$ cat src/design/pfpc_pkg.sv
// pfpc_pkg: shared constants for the pad function and pull control block.
// assumes a single 125 MHz system clock domain.
package pfpc_pkg;
   localparam int PFPC_PD_GPIO_PINS   = 6;
   localparam int PFPC_PD_PINS        = 8;
   localparam int PFPC_PE_PINS        = 2;
   localparam int PFPC_PD_TX1_BIT     = 6;
   localparam int PFPC_PD_RX1_BIT     = 7;
   localparam int PFPC_PE_TX0_BIT     = 0;
   localparam int PFPC_PE_RX0_BIT     = 1;
   localparam int PFPC_SYNC_STAGES    = 2;
   // peripheral enable reset values: port d pins 0..5 gpio, 6..7 serial
   localparam logic [7:0] PFPC_PD_PER_RST  = 8'hC0;
   localparam logic [1:0] PFPC_PE_PER_RST  = 2'h3;
   localparam logic [7:0] PFPC_PD_PUR_RST  = 8'hFF;
   localparam logic [1:0] PFPC_PE_PUR_RST  = 2'h3;
   localparam logic [7:0] PFPC_PD_DDR_RST  = 8'h00;
   localparam logic [1:0] PFPC_PE_DDR_RST  = 2'h0;
   localparam logic [7:0] PFPC_PD_DOUT_RST = 8'h00;
   localparam logic [1:0] PFPC_PE_DOUT_RST = 2'h0;
   // test access port states, one-hot
   typedef enum logic [15:0] {
      PFPC_TLR  = 16'h0001, PFPC_RTI  = 16'h0002,
      PFPC_SDRS = 16'h0004, PFPC_CDR  = 16'h0008,
      PFPC_SDR  = 16'h0010, PFPC_E1DR = 16'h0020,
      PFPC_PDR  = 16'h0040, PFPC_E2DR = 16'h0080,
      PFPC_UDR  = 16'h0100, PFPC_SIRS = 16'h0200,
      PFPC_CIR  = 16'h0400, PFPC_SIR  = 16'h0800,
      PFPC_E1IR = 16'h1000, PFPC_PIR  = 16'h2000,
      PFPC_E2IR = 16'h4000, PFPC_UIR  = 16'h8000
   } pfpc_tap_state_t;
endpackage : pfpc_pkg

$ cat src/design/pfpc_top.sv
// pfpc_top: pad function and pull control for port d, port e and the
// boundary-scan test pins.
// assumes config ports come from same-clock software registers; pins and
// test pins are asynchronous and synchronised here.
// Functional notes
// - port d pins 0..5 each input or output
// - pins 0..5 alternate as active-low selects
// - bus drive bit decides idle select float
// - reset leaves pins 0..5 in gpio mode
// - clear port d pull bit n releases pin
// - reset gives port e pin 0 to tx0
// - clear port e pull bit 0 releases tx0
// - reset gives port e pin 1 to rx0
// - clear port e pull bit 1 releases rx0
// - reset gives port d pin 6 to tx1
// - reset gives port d pin 7 to rx1
// - test clock input with internal pull-down
// - test mode sampled on rising test clock
// - test data captured on rising test clock
// - test pull-ups stay until disable bit set
// - test output driven only in shift states
// - test output changes on falling test clock
// - peripheral enable hands pin to peripheral
`timescale 1ns/1ps
module pfpc_top
   import pfpc_pkg::*;
#(
   parameter int PD_W = PFPC_PD_PINS,
   parameter int PE_W = PFPC_PE_PINS,
   parameter int CS_W = PFPC_PD_GPIO_PINS
) (
   input  wire logic            sys_clk_in,
   input  wire logic            arst_n_in,
   // software configuration
   input  wire logic [PD_W-1:0] port_d_per_in,
   input  wire logic [PD_W-1:0] port_d_pullup_register_in,
   input  wire logic [PD_W-1:0] port_d_ddr_in,
   input  wire logic [PD_W-1:0] port_d_dout_in,
   input  wire logic [PE_W-1:0] port_e_per_in,
   input  wire logic [PE_W-1:0] port_e_pullup_register_in,
   input  wire logic [PE_W-1:0] port_e_ddr_in,
   input  wire logic [PE_W-1:0] port_e_dout_in,
   input  wire logic            cfg_load_in,
   input  wire logic            test_pullup_disable_in,
   input  wire logic            bus_drive_select_in,
   // memory interface side
   input  wire logic [CS_W-1:0] ext_select_n_in,
   input  wire logic            ext_bus_active_in,
   // serial engines
   input  wire logic            serial0_tx_in,
   input  wire logic            serial1_tx_in,
   output logic                 serial0_rx_out,
   output logic                 serial1_rx_out,
   // gpio read-back
   output logic [PD_W-1:0]      port_d_din_out,
   output logic [PE_W-1:0]      port_e_din_out,
   // port pads
   input  wire logic [PD_W-1:0] port_d_pad_in,
   output logic [PD_W-1:0]      port_d_pad_out,
   output logic [PD_W-1:0]      port_d_pad_oe_out,
   output logic [PD_W-1:0]      port_d_pad_pu_out,
   input  wire logic [PE_W-1:0] port_e_pad_in,
   output logic [PE_W-1:0]      port_e_pad_out,
   output logic [PE_W-1:0]      port_e_pad_oe_out,
   output logic [PE_W-1:0]      port_e_pad_pu_out,
   // test pins
   input  wire logic            tck_pad_in,
   input  wire logic            tms_pad_in,
   input  wire logic            tdi_pad_in,
   input  wire logic            trst_n_pad_in,
   output logic                 tck_pad_pd_out,
   output logic                 tms_pad_pu_out,
   output logic                 tdi_pad_pu_out,
   output logic                 tdo_pad_out,
   output logic                 tdo_pad_oe_out,
   input  wire logic            test_tdo_data_in,
   output logic                 test_tdi_out,
   output logic                 test_tdi_valid_out,
   output logic                 test_shifting_out
);

////////////////////////////////////////////////////////////////////////////
   logic [1:0] rst_sync_q;
   logic       rst_n;
   always_ff @(posedge sys_clk_in or negedge arst_n_in) begin
      if (!arst_n_in) begin
         rst_sync_q <= 2'h0;
      end else begin
         rst_sync_q <= {rst_sync_q[0], 1'b1};
      end
   end
   assign rst_n = rst_sync_q[1];

////////////////////////////////////////////////////////////////////////////
   // configuration held in flops so reset defaults are guaranteed
   logic [PD_W-1:0] pd_per_q, pd_pur_q, pd_ddr_q, pd_dout_q;
   logic [PE_W-1:0] pe_per_q, pe_pur_q, pe_ddr_q, pe_dout_q;
   logic            test_pud_q, drv_q;
   always_ff @(posedge sys_clk_in or negedge rst_n) begin
      if (!rst_n) begin
         pd_per_q   <= PFPC_PD_PER_RST;
         pd_pur_q   <= PFPC_PD_PUR_RST;
         pd_ddr_q   <= PFPC_PD_DDR_RST;
         pd_dout_q  <= PFPC_PD_DOUT_RST;
         pe_per_q   <= PFPC_PE_PER_RST;
         pe_pur_q   <= PFPC_PE_PUR_RST;
         pe_ddr_q   <= PFPC_PE_DDR_RST;
         pe_dout_q  <= PFPC_PE_DOUT_RST;
         test_pud_q <= 1'b0;
         drv_q      <= 1'b0;
      end else if (cfg_load_in) begin
         pd_per_q   <= port_d_per_in;
         pd_pur_q   <= port_d_pullup_register_in;
         pd_ddr_q   <= port_d_ddr_in;
         pd_dout_q  <= port_d_dout_in;
         pe_per_q   <= port_e_per_in;
         pe_pur_q   <= port_e_pullup_register_in;
         pe_ddr_q   <= port_e_ddr_in;
         pe_dout_q  <= port_e_dout_in;
         test_pud_q <= test_pullup_disable_in;
         drv_q      <= bus_drive_select_in;
      end
   end

////////////////////////////////////////////////////////////////////////////
   // pad input synchronisers
   logic [PD_W-1:0] pd_in_s;
   logic [PE_W-1:0] pe_in_s;
   logic [3:0]      tst_s;
   pfpc_sync #(.W(PD_W)) u_sync_d (
      .clk_in   (sys_clk_in),
      .rst_n_in (rst_n),
      .d_in     (port_d_pad_in),
      .q_out    (pd_in_s)
   );
   pfpc_sync #(.W(PE_W)) u_sync_e (
      .clk_in   (sys_clk_in),
      .rst_n_in (rst_n),
      .d_in     (port_e_pad_in),
      .q_out    (pe_in_s)
   );
   pfpc_sync #(.W(4)) u_sync_t (
      .clk_in   (sys_clk_in),
      .rst_n_in (rst_n),
      .d_in     ({trst_n_pad_in, tdi_pad_in, tms_pad_in, tck_pad_in}),
      .q_out    (tst_s)
   );

////////////////////////////////////////////////////////////////////////////
   // port d: pins 0..5 alternate is memory select, 6 tx1, 7 rx1 (input)
   logic [PD_W-1:0] pd_alt_o, pd_alt_oe, pd_o, pd_oe;
   logic            cs_drive;
   // idle selects float only when bus drive is cleared
   assign cs_drive = ext_bus_active_in | drv_q;
   genvar gi;
   generate
      for (gi = 0; gi < PD_W; gi++) begin : g_pd
         if (gi < CS_W) begin : g_cs
            assign pd_alt_o[gi]  = ext_select_n_in[gi];
            assign pd_alt_oe[gi] = cs_drive;
         end else if (gi == PFPC_PD_TX1_BIT) begin : g_tx
            assign pd_alt_o[gi]  = serial1_tx_in;
            assign pd_alt_oe[gi] = 1'b1;
         end else begin : g_rx
            assign pd_alt_o[gi]  = 1'b1;
            assign pd_alt_oe[gi] = 1'b0;
         end
         assign pd_o[gi]  = pd_per_q[gi] ? pd_alt_o[gi]  : pd_dout_q[gi];
         assign pd_oe[gi] = pd_per_q[gi] ? pd_alt_oe[gi] : pd_ddr_q[gi];
      end
   endgenerate
   assign port_d_pad_out    = pd_o;
   assign port_d_pad_oe_out = rst_n ? pd_oe : '0;
   assign port_d_pad_pu_out = rst_n ? pd_pur_q : '1;
   assign port_d_din_out    = pd_in_s;
   assign serial1_rx_out    = pd_per_q[PFPC_PD_RX1_BIT] ?
                              pd_in_s[PFPC_PD_RX1_BIT] : 1'b1;

////////////////////////////////////////////////////////////////////////////
   // port e: pin 0 tx0, pin 1 rx0
   logic [PE_W-1:0] pe_alt_o, pe_alt_oe, pe_o, pe_oe;
   assign pe_alt_o  = {1'b1, serial0_tx_in};
   assign pe_alt_oe = {1'b0, 1'b1};
   assign pe_o      = (pe_per_q & pe_alt_o) | (~pe_per_q & pe_dout_q);
   assign pe_oe     = (pe_per_q & pe_alt_oe) | (~pe_per_q & pe_ddr_q);
   assign port_e_pad_out    = pe_o;
   assign port_e_pad_oe_out = rst_n ? pe_oe : '0;
   assign port_e_pad_pu_out = rst_n ? pe_pur_q : '1;
   assign port_e_din_out    = pe_in_s;
   assign serial0_rx_out    = pe_per_q[PFPC_PE_RX0_BIT] ?
                              pe_in_s[PFPC_PE_RX0_BIT] : 1'b1;

////////////////////////////////////////////////////////////////////////////
   // test pins: test clock sampled in system domain, so it must run well
   // below a quarter of sys_clk for edges to be seen
   logic tck_q, tdo_q, tdi_q, tdi_v_q;
   logic tck_rise, tck_fall, shifting;
   always_ff @(posedge sys_clk_in or negedge rst_n) begin
      if (!rst_n) begin
         tck_q   <= 1'b0;
         tdo_q   <= 1'b0;
         tdi_q   <= 1'b0;
         tdi_v_q <= 1'b0;
      end else begin
         tck_q   <= tst_s[0];
         tdi_v_q <= tck_rise;
         if (tck_rise) begin
            tdi_q <= tst_s[2];
         end
         if (tck_fall) begin
            tdo_q <= test_tdo_data_in;
         end
      end
   end
   assign tck_rise = tst_s[0] & ~tck_q;
   assign tck_fall = ~tst_s[0] & tck_q;
   pfpc_tap_fsm u_tap (
      .clk_in       (sys_clk_in),
      .rst_n_in     (rst_n),
      .trst_n_in    (tst_s[3]),
      .rise_in      (tck_rise),
      .tms_in       (tst_s[1]),
      .shifting_out (shifting)
   );
   assign tck_pad_pd_out     = 1'b1;
   assign tms_pad_pu_out     = ~(rst_n & test_pud_q);
   assign tdi_pad_pu_out     = ~(rst_n & test_pud_q);
   assign tdo_pad_out        = tdo_q;
   assign tdo_pad_oe_out     = rst_n & shifting;
   assign test_tdi_out       = tdi_q;
   assign test_tdi_valid_out = tdi_v_q;
   assign test_shifting_out  = shifting;
endmodule : pfpc_top

$ cat src/design/pfpc_sync.sv
// pfpc_sync: two flip-flop level synchroniser for a vector of pins.
// assumes inputs are asynchronous to sys_clk_in.
`timescale 1ns/1ps
module pfpc_sync
   import pfpc_pkg::*;
#(
   parameter int W = 1
) (
   input  wire logic         clk_in,
   input  wire logic         rst_n_in,
   input  wire logic [W-1:0] d_in,
   output logic      [W-1:0] q_out
);
   logic [W-1:0] meta_q;
   logic [W-1:0] sync_q;
   always_ff @(posedge clk_in or negedge rst_n_in) begin
      if (!rst_n_in) begin
         meta_q <= '0;
         sync_q <= '0;
      end else begin
         meta_q <= d_in;
         sync_q <= meta_q;
      end
   end
   assign q_out = sync_q;
endmodule : pfpc_sync

$ cat src/design/pfpc_tap_fsm.sv
// pfpc_tap_fsm: test access port sequencer stepped by sampled test clock
// edges; only its shift states matter for the test data output enable.
// assumes tck/tms already synchronised and edge-detected by the caller.
`timescale 1ns/1ps
module pfpc_tap_fsm
   import pfpc_pkg::*;
(
   input  wire logic clk_in,
   input  wire logic rst_n_in,
   input  wire logic trst_n_in,
   input  wire logic rise_in,
   input  wire logic tms_in,
   output logic      shifting_out
);
   pfpc_tap_state_t st_q;
   pfpc_tap_state_t st_d;
   always_comb begin
      st_d = st_q;
      unique case (st_q)
         PFPC_TLR:  st_d = tms_in ? PFPC_TLR  : PFPC_RTI;
         PFPC_RTI:  st_d = tms_in ? PFPC_SDRS : PFPC_RTI;
         PFPC_SDRS: st_d = tms_in ? PFPC_SIRS : PFPC_CDR;
         PFPC_CDR:  st_d = tms_in ? PFPC_E1DR : PFPC_SDR;
         PFPC_SDR:  st_d = tms_in ? PFPC_E1DR : PFPC_SDR;
         PFPC_E1DR: st_d = tms_in ? PFPC_UDR  : PFPC_PDR;
         PFPC_PDR:  st_d = tms_in ? PFPC_E2DR : PFPC_PDR;
         PFPC_E2DR: st_d = tms_in ? PFPC_UDR  : PFPC_SDR;
         PFPC_UDR:  st_d = tms_in ? PFPC_SDRS : PFPC_RTI;
         PFPC_SIRS: st_d = tms_in ? PFPC_TLR  : PFPC_CIR;
         PFPC_CIR:  st_d = tms_in ? PFPC_E1IR : PFPC_SIR;
         PFPC_SIR:  st_d = tms_in ? PFPC_E1IR : PFPC_SIR;
         PFPC_E1IR: st_d = tms_in ? PFPC_UIR  : PFPC_PIR;
         PFPC_PIR:  st_d = tms_in ? PFPC_E2IR : PFPC_PIR;
         PFPC_E2IR: st_d = tms_in ? PFPC_UIR  : PFPC_SIR;
         PFPC_UIR:  st_d = tms_in ? PFPC_SDRS : PFPC_RTI;
         default:   st_d = PFPC_TLR;
      endcase
   end
   // tms sampled only on a rising test clock edge
   always_ff @(posedge clk_in or negedge rst_n_in) begin
      if (!rst_n_in) begin
         st_q <= PFPC_TLR;
      end else if (!trst_n_in) begin
         st_q <= PFPC_TLR;
      end else if (rise_in) begin
         st_q <= st_d;
      end
   end
   assign shifting_out = (st_q == PFPC_SDR) || (st_q == PFPC_SIR);
endmodule : pfpc_tap_fsm

$ cat config.mk
export PLATFORM = sky130hd
export DESIGN_NAME = pfpc_top
export DESIGN_NICKNAME = d
export VERILOG_FILES = /design/src/design/pfpc_pkg.sv /design/src/design/pfpc_top.sv /design/src/design/pfpc_sync.sv /design/src/design/pfpc_tap_fsm.sv
export SDC_FILE = /design/constraint.sdc
export NUM_CORES = 1
export LEC_CHECK = 0
export ABC_AREA = 1
export BUFFER_PORTS_ARGS = -buffer_cell sky130_fd_sc_hd__buf_2
export CAP_MARGIN = 20
export CORE_ASPECT_RATIO = 1.2
export CORE_MARGIN = 3
export CORE_UTILIZATION = 55
export CTS_BUF_LIST = sky130_fd_sc_hd__clkbuf_4 sky130_fd_sc_hd__clkbuf_8 sky130_fd_sc_hd__clkbuf_16
export CTS_CLUSTER_DIAMETER = 40
export DETAILED_ROUTE_END_ITERATION = 7
export HOLD_SLACK_MARGIN = 0.06
export MAX_ROUTING_LAYER = met4
export PLACE_DENSITY_LB_ADDON = 0.1
export SYNTH_ARGS = -nofsm -noshare
export SYNTH_HDL_FRONTEND = slang
export SYNTH_SLANG_ARGS = --single-unit
$ cat constraint.sdc
create_clock -name sys_clk_in -period 7.5 [get_ports sys_clk_in]
set_clock_uncertainty 0.15 [all_clocks]
set_input_delay 0 -clock sys_clk_in [delete_from_list [all_inputs] [get_ports sys_clk_in]]
set_output_delay 0 -clock sys_clk_in [all_outputs]
set_load 0.005 [all_outputs]
# Word level (Yosys, flattened, before mapping)
# Index checks and enable logic that the tools add are counted.
# totals
regBits,92
latch_bits,0
ramBits,0
mem_bits_ro,0
input_bits,69
out_inout_bits,50
wordCells,94
n_memories,0
# classes
n_addsub,0
n_mul,0
div,0
n_lt_le_gt_ge,0
n_eq_ne,17
shift,0
mux,37
bitwise_logic,14
n_reduce_logical,4
# ops
op,n
16-bit case mux with 12 select lines,1
16-bit 2-to-1 mux,4
8-bit 2-to-1 mux,3
1-bit 2-to-1 mux,18
9-bit 2-to-1 mux,2
"16-bit by 1-bit equality test with 1-bit output, second input constant",1
"16-bit by 10-bit equality test with 1-bit output, second input constant",1
"16-bit by 11-bit equality test with 1-bit output, second input constant",1
"16-bit by 12-bit equality test with 1-bit output, second input constant",1
"16-bit by 13-bit equality test with 1-bit output, second input constant",1
"16-bit by 14-bit equality test with 1-bit output, second input constant",1
"16-bit by 15-bit equality test with 1-bit output, second input constant",1
"16-bit equality test, second input constant",1
"16-bit by 2-bit equality test with 1-bit output, second input constant",1
"16-bit by 3-bit equality test with 1-bit output, second input constant",1
"16-bit by 4-bit equality test with 1-bit output, second input constant",1
"16-bit by 5-bit equality test with 1-bit output, second input constant",1
"16-bit by 6-bit equality test with 1-bit output, second input constant",1
"16-bit by 7-bit equality test with 1-bit output, second input constant",1
"16-bit by 8-bit equality test with 1-bit output, second input constant",1
"16-bit by 9-bit equality test with 1-bit output, second input constant",1
15-bit 2-to-1 mux,1
13-bit 2-to-1 mux,1
11-bit 2-to-1 mux,1
other kinds (15),25

# Depth between registers and ports, before layout
# logic_depth
depth_word,5
depth_mapped,10
depth_no_buf,10

# By module
# A second synthesis with hierarchy kept.
# hier_totals
cells_unflattened,436
hier_area_um2,4023.9
# by_module_without_submodules
mod,n_inst,cells_each,area_per_inst_um2,seq_area_each_um2
pfpc_top,1,256,2137.0,1218.7
pfpc_tap_fsm,1,152,1186.1,401.6
pfpc_sync (u_sync_d),1,16,400.4,400.4
pfpc_sync (u_sync_t),1,8,200.2,200.2
pfpc_sync (u_sync_e),1,4,100.1,100.1

# Worst setup path before layout
# Ideal clock, no wire load.
# synth_path
kind,reg-to-output
start,register rst_sync_q[1]
end,output port tms_pad_pu_out
arrival_time_ps,3097
t_required_ps,7350
setup_slack_ps,4253
path_stages_with_launch,5
n_path_buf,3
cell_sequence,dfrtp_1 -> clkbuf_1 -> clkbuf_1 -> nand2_1 -> buf_4
# synth_between
elab_chain_len,2
# synth_lines
item,line,text
start: declaration,pfpc_top.sv:83,logic [1:0] rst_sync_q;
start signal: assignment,pfpc_top.sv:89,"rst_sync_q <= {rst_sync_q[0], 1'b1};"
1-bit bitwise AND,--,
1-bit NOT,--,
end: declaration,pfpc_top.sv:72,"output logic tms_pad_pu_out,"
# No other way between the ends.

# Worst setup path in the final report
# layout_path
start,register rst_sync_q[1]
end,output port port_d_pad_oe_out[2]
# layout_between
elab_chain_len,1
# layout_lines
item,line,text
8-bit 2-to-1 mux,pfpc_top.sv:173,assign port_d_pad_oe_out = rst_n ? pd_oe : '0;
end: declaration,pfpc_top.sv:60,"output logic [PD_W-1:0] port_d_pad_oe_out,"
# No other way between the ends.

==> flow_summary_export.csv <==
group,metric,value,unit
placement,port_buffers,117,
drt,antenna_left,0,
timing,finalSetupViolCount,0,
floorplan,rows,32,
timing,hold_viol,0,
pwr,p_leak,2.667,nW
drt,avgViaCountPerCell,4.978,
yosys,synthFlopType,"dfrtp_1",
placement,hpwlAfterDp,5838,µm
global_route,grt_overflow,0,
pwr,vdd_drop_max,0.1582,mV
pwr,pwr-share-clk,0.327,
final_layout,drive_gt1_frac,0.3173,
flow_run,cap_viol_max_count,0,
placement,gp_congestion,0.9390,
global_route,first_global_vias,3377,
pwr,swShare,0.2549,
yosys,async_reset_ff_frac,1.000,
floorplan,ios,119,
final_layout,nets,666,
yosys,syn_area,0.003885,mm²
timing,drv_slew,0,
cts,htree_num_levels,3,
setup_path,crit_type,"flop to output pin",
cts,clkTransAtPathRegs,0.09,ns
global_route,grt_max_degree,83,
setup_path,crit_fanout,56,
yosys,syn_inst,421,
pwr,comb_power_share,0.134,
timing,fin_setup_tns,0,ns
pwr,p_sw,260.1,µW
yosys,synth.avg_cell_area,9.228,µm²
cts,cts-root-buf,"clkbuf_8",
timing,period_minus_slack,2.622,ns
setup_path,required,7.35,ns
floorplan,die_width,82.72,µm
global_route,grt_pass1_wl,15090,µm
timing,fin_ws,4.878,ns
cts,ctsResizeCount,0,
outcome,outcome,"completed",
yosys,synth_seq_area_share,0.5974,
floorplan,dieArea,0.008112,mm²
pwr,internal_power,760.2,µW
cts,clock_tree.buffer_depth,2,
yosys,yosys-top-cells-area,"dfrtp_1 50%, dfstp_2 10%, nand2_1 8.7%",
timing,hold_slack,0.1244,ns
cts,clock_latency,0.35,ns
placement,preCtsSetupSlack,5.332,ns
yosys,synth_commonest_cells,"90 x nand2_1, 77 x dfrtp_1, 61 x inv_1, 56 x o21ai_0, 18 x nor2_1",
yosys,synth_edf_count,0,
timing,period_share,0.3496,
timing,fmax,381.3,MHz
timing,rsz0062_at_grt,"no",
cts,cts_tree,"done",
timing,worst_pin_slew,0.6421,ns
setup_path,worstSetupEndpointType,"output pin",
final_layout,area_delta_synth_final,37.52,%
global_route,grt_usage,0.2500,
placement,dpl-instance-area,0.004519,mm²
final_layout,final_area,0.005343,mm²
drt,num_vias,3420,
placement,dp.cells,610,
setup_path,worstSetupStartpointType,"flop",
cts,cts.sinks,92,
timing,max-slew-margin-rel,0.5719,
final_layout,n_antenna_cell,0,
yosys,yosysTopAreaCellShare,0.4960,
yosys,synth_most_common_cell,"nand2_1",
floorplan,initial_utilization,0.5845,
drt,dr.pass1.iters,5,
pwr,power.density,191.0,mW/mm²
yosys,ys_warn_count,0,
drt,drc,0,
drt,wl,9514,µm
final_layout,stdcell_count,687,
yosys,ys_ff_latch,92,
cts,cts_buffers,9,
pwr,p_seq_frac,0.539,
floorplan,core-area,0.006646,mm²
drt,wl_per_cell,13.85,µm
setup_path,cp.arrival,2.47,ns
floorplan,die_height,98.07,µm
global_route,antenna_found_initial,0,
yosys,synth_cell_type_count,32,
worst_hold_path,hp-class,"input port to output pin",
yosys,yosysTopAreaCell,"dfrtp_1",
drt,drt_iter0_drc,205,
cts,cts_setup_buffers,0,
## cells by family (layout without fill, tap and decap cells)
logic type / after synthesis / in the layout / synth area share
AOI/OAI and AO/OA: 87 / 87 / 0.1201
DFF: 92 / 92 / 0.5974
muxes: 2 / 2 / 0.005797
and+or+nand+nor: 159 / 159 / 0.1942
buffers and inverters: 80 / 260 / 0.08148
other: 1 / 2 / 0.0009653
## per-stage QoR
stage	power [mW]	utilization
3_5_place_dp	0.6660	0.6800
4_1_cts	1.023	0.7993
3_3_place_gp	0.6625	0.6800
6_report	1.020	0.8038
2_1_floorplan	0.6135	-
5_1_grt	1.070	0.8038
## cell type report
| class | instances | area (µm²) |
|---|---|---|
| flip-flops and latches | 92 | 2325 |
| clock inverters | 6 | 71.32 |
| inverters | 65 | 244.0 |
| repair buffers | 179 | 1214 |
| multi-input cells | 250 | 1251 |
| well taps | 85 | 106.4 |
| fillers | 408 | 1304 |
| clock buffers | 10 | 131.4 |
## sequential cells by signal (all words and copies together), names as in the netlist, 4 cells and up
name,count
pd_pur_q,8
u_sync_d.q_out,8
u_sync_t.q_out,4
pd_ddr_q,8
u_sync_t.meta_q,4
pd_dout_q,8
pd_per_q,8
u_tap.st_q,16
u_sync_d.meta_q,8
## timing repair
action / in CTS / in global routing
hold buffers: 59 / 1
endpoints found under the hold margin: 59 / 11
endpoints found under the setup margin: 0 / 0
## power by group through the flow
stage | Clock [mW] | Combinational, mW | Sequential (mW)
after global routing | 0.363 | 0.153 | 0.555
after floorplan | 0 | 0.0553 | 0.558
after detailed placement | 0 | 0.107 | 0.559
after CTS | 0.342 | 0.131 | 0.550
final | 0.334 | 0.137 | 0.550
after global placement | 0 | 0.104 | 0.558
## final timing paths
check,startpoint,to,slack (ns),cells after the start
worst max-delay path,rst_sync_q[1],port_d_pad_oe_out[2],4.88,4
worst min register to register,u_sync_d.meta_q[0],u_sync_d.q_out[0],0.20,0
min in group asynchronous,rst_sync_q[1],u_sync_t.q_out[0],0.22,0
max in group asynchronous,rst_sync_q[1],pd_ddr_q[3],5.91,1
worst min-delay path,ext_select_n_in[2],port_d_pad_out[2],0.12,4
worst max register to register,u_tap.st_q[8],u_tap.st_q[4],5.80,7
## layout by cell type, fill, tap and decap left out, types with 3 or more instances in the layout
| cell | count |
|---|---|
| o22ai_1 | 7 |
| o21ai_0 | 56 |
| nand2_2 | 6 |
| a21oi_2 | 3 |
| o21ai_1 | 4 |
| a21oi_1 | 13 |
| clkbuf_8 | 9 |
| nand3_2 | 4 |
| nor3_1 | 5 |
| nor2_1 | 18 |
| inv_2 | 4 |
| nor2_4 | 4 |
| dlygate4sd3_1 | 60 |
| dfrtp_1 | 76 |
| buf_2 | 117 |
| nand2_1 | 90 |
| dfstp_2 | 15 |
| nor2_2 | 9 |
| nand2_4 | 3 |
| or2_2 | 3 |
| nand3_1 | 15 |
| inv_1 | 61 |
## routing by layer
metal,share of wire,vias up,global-route usage
li1,-,1667,-
met1,0.40,1624,0.2954
met2,0.53,113,0.4284
met3,0.054,16,0.04244
met4,0.017,0,0.07799
met5,0,-,-
## worst max-delay path: stages (launching register included)
cell,delay [ns]
dfrtp_4,0.86
buf_4,0.63
o21ai_0,0.24
a21oi_1,0.21
buf_2,0.15
(Power assumes the default switching activity.)
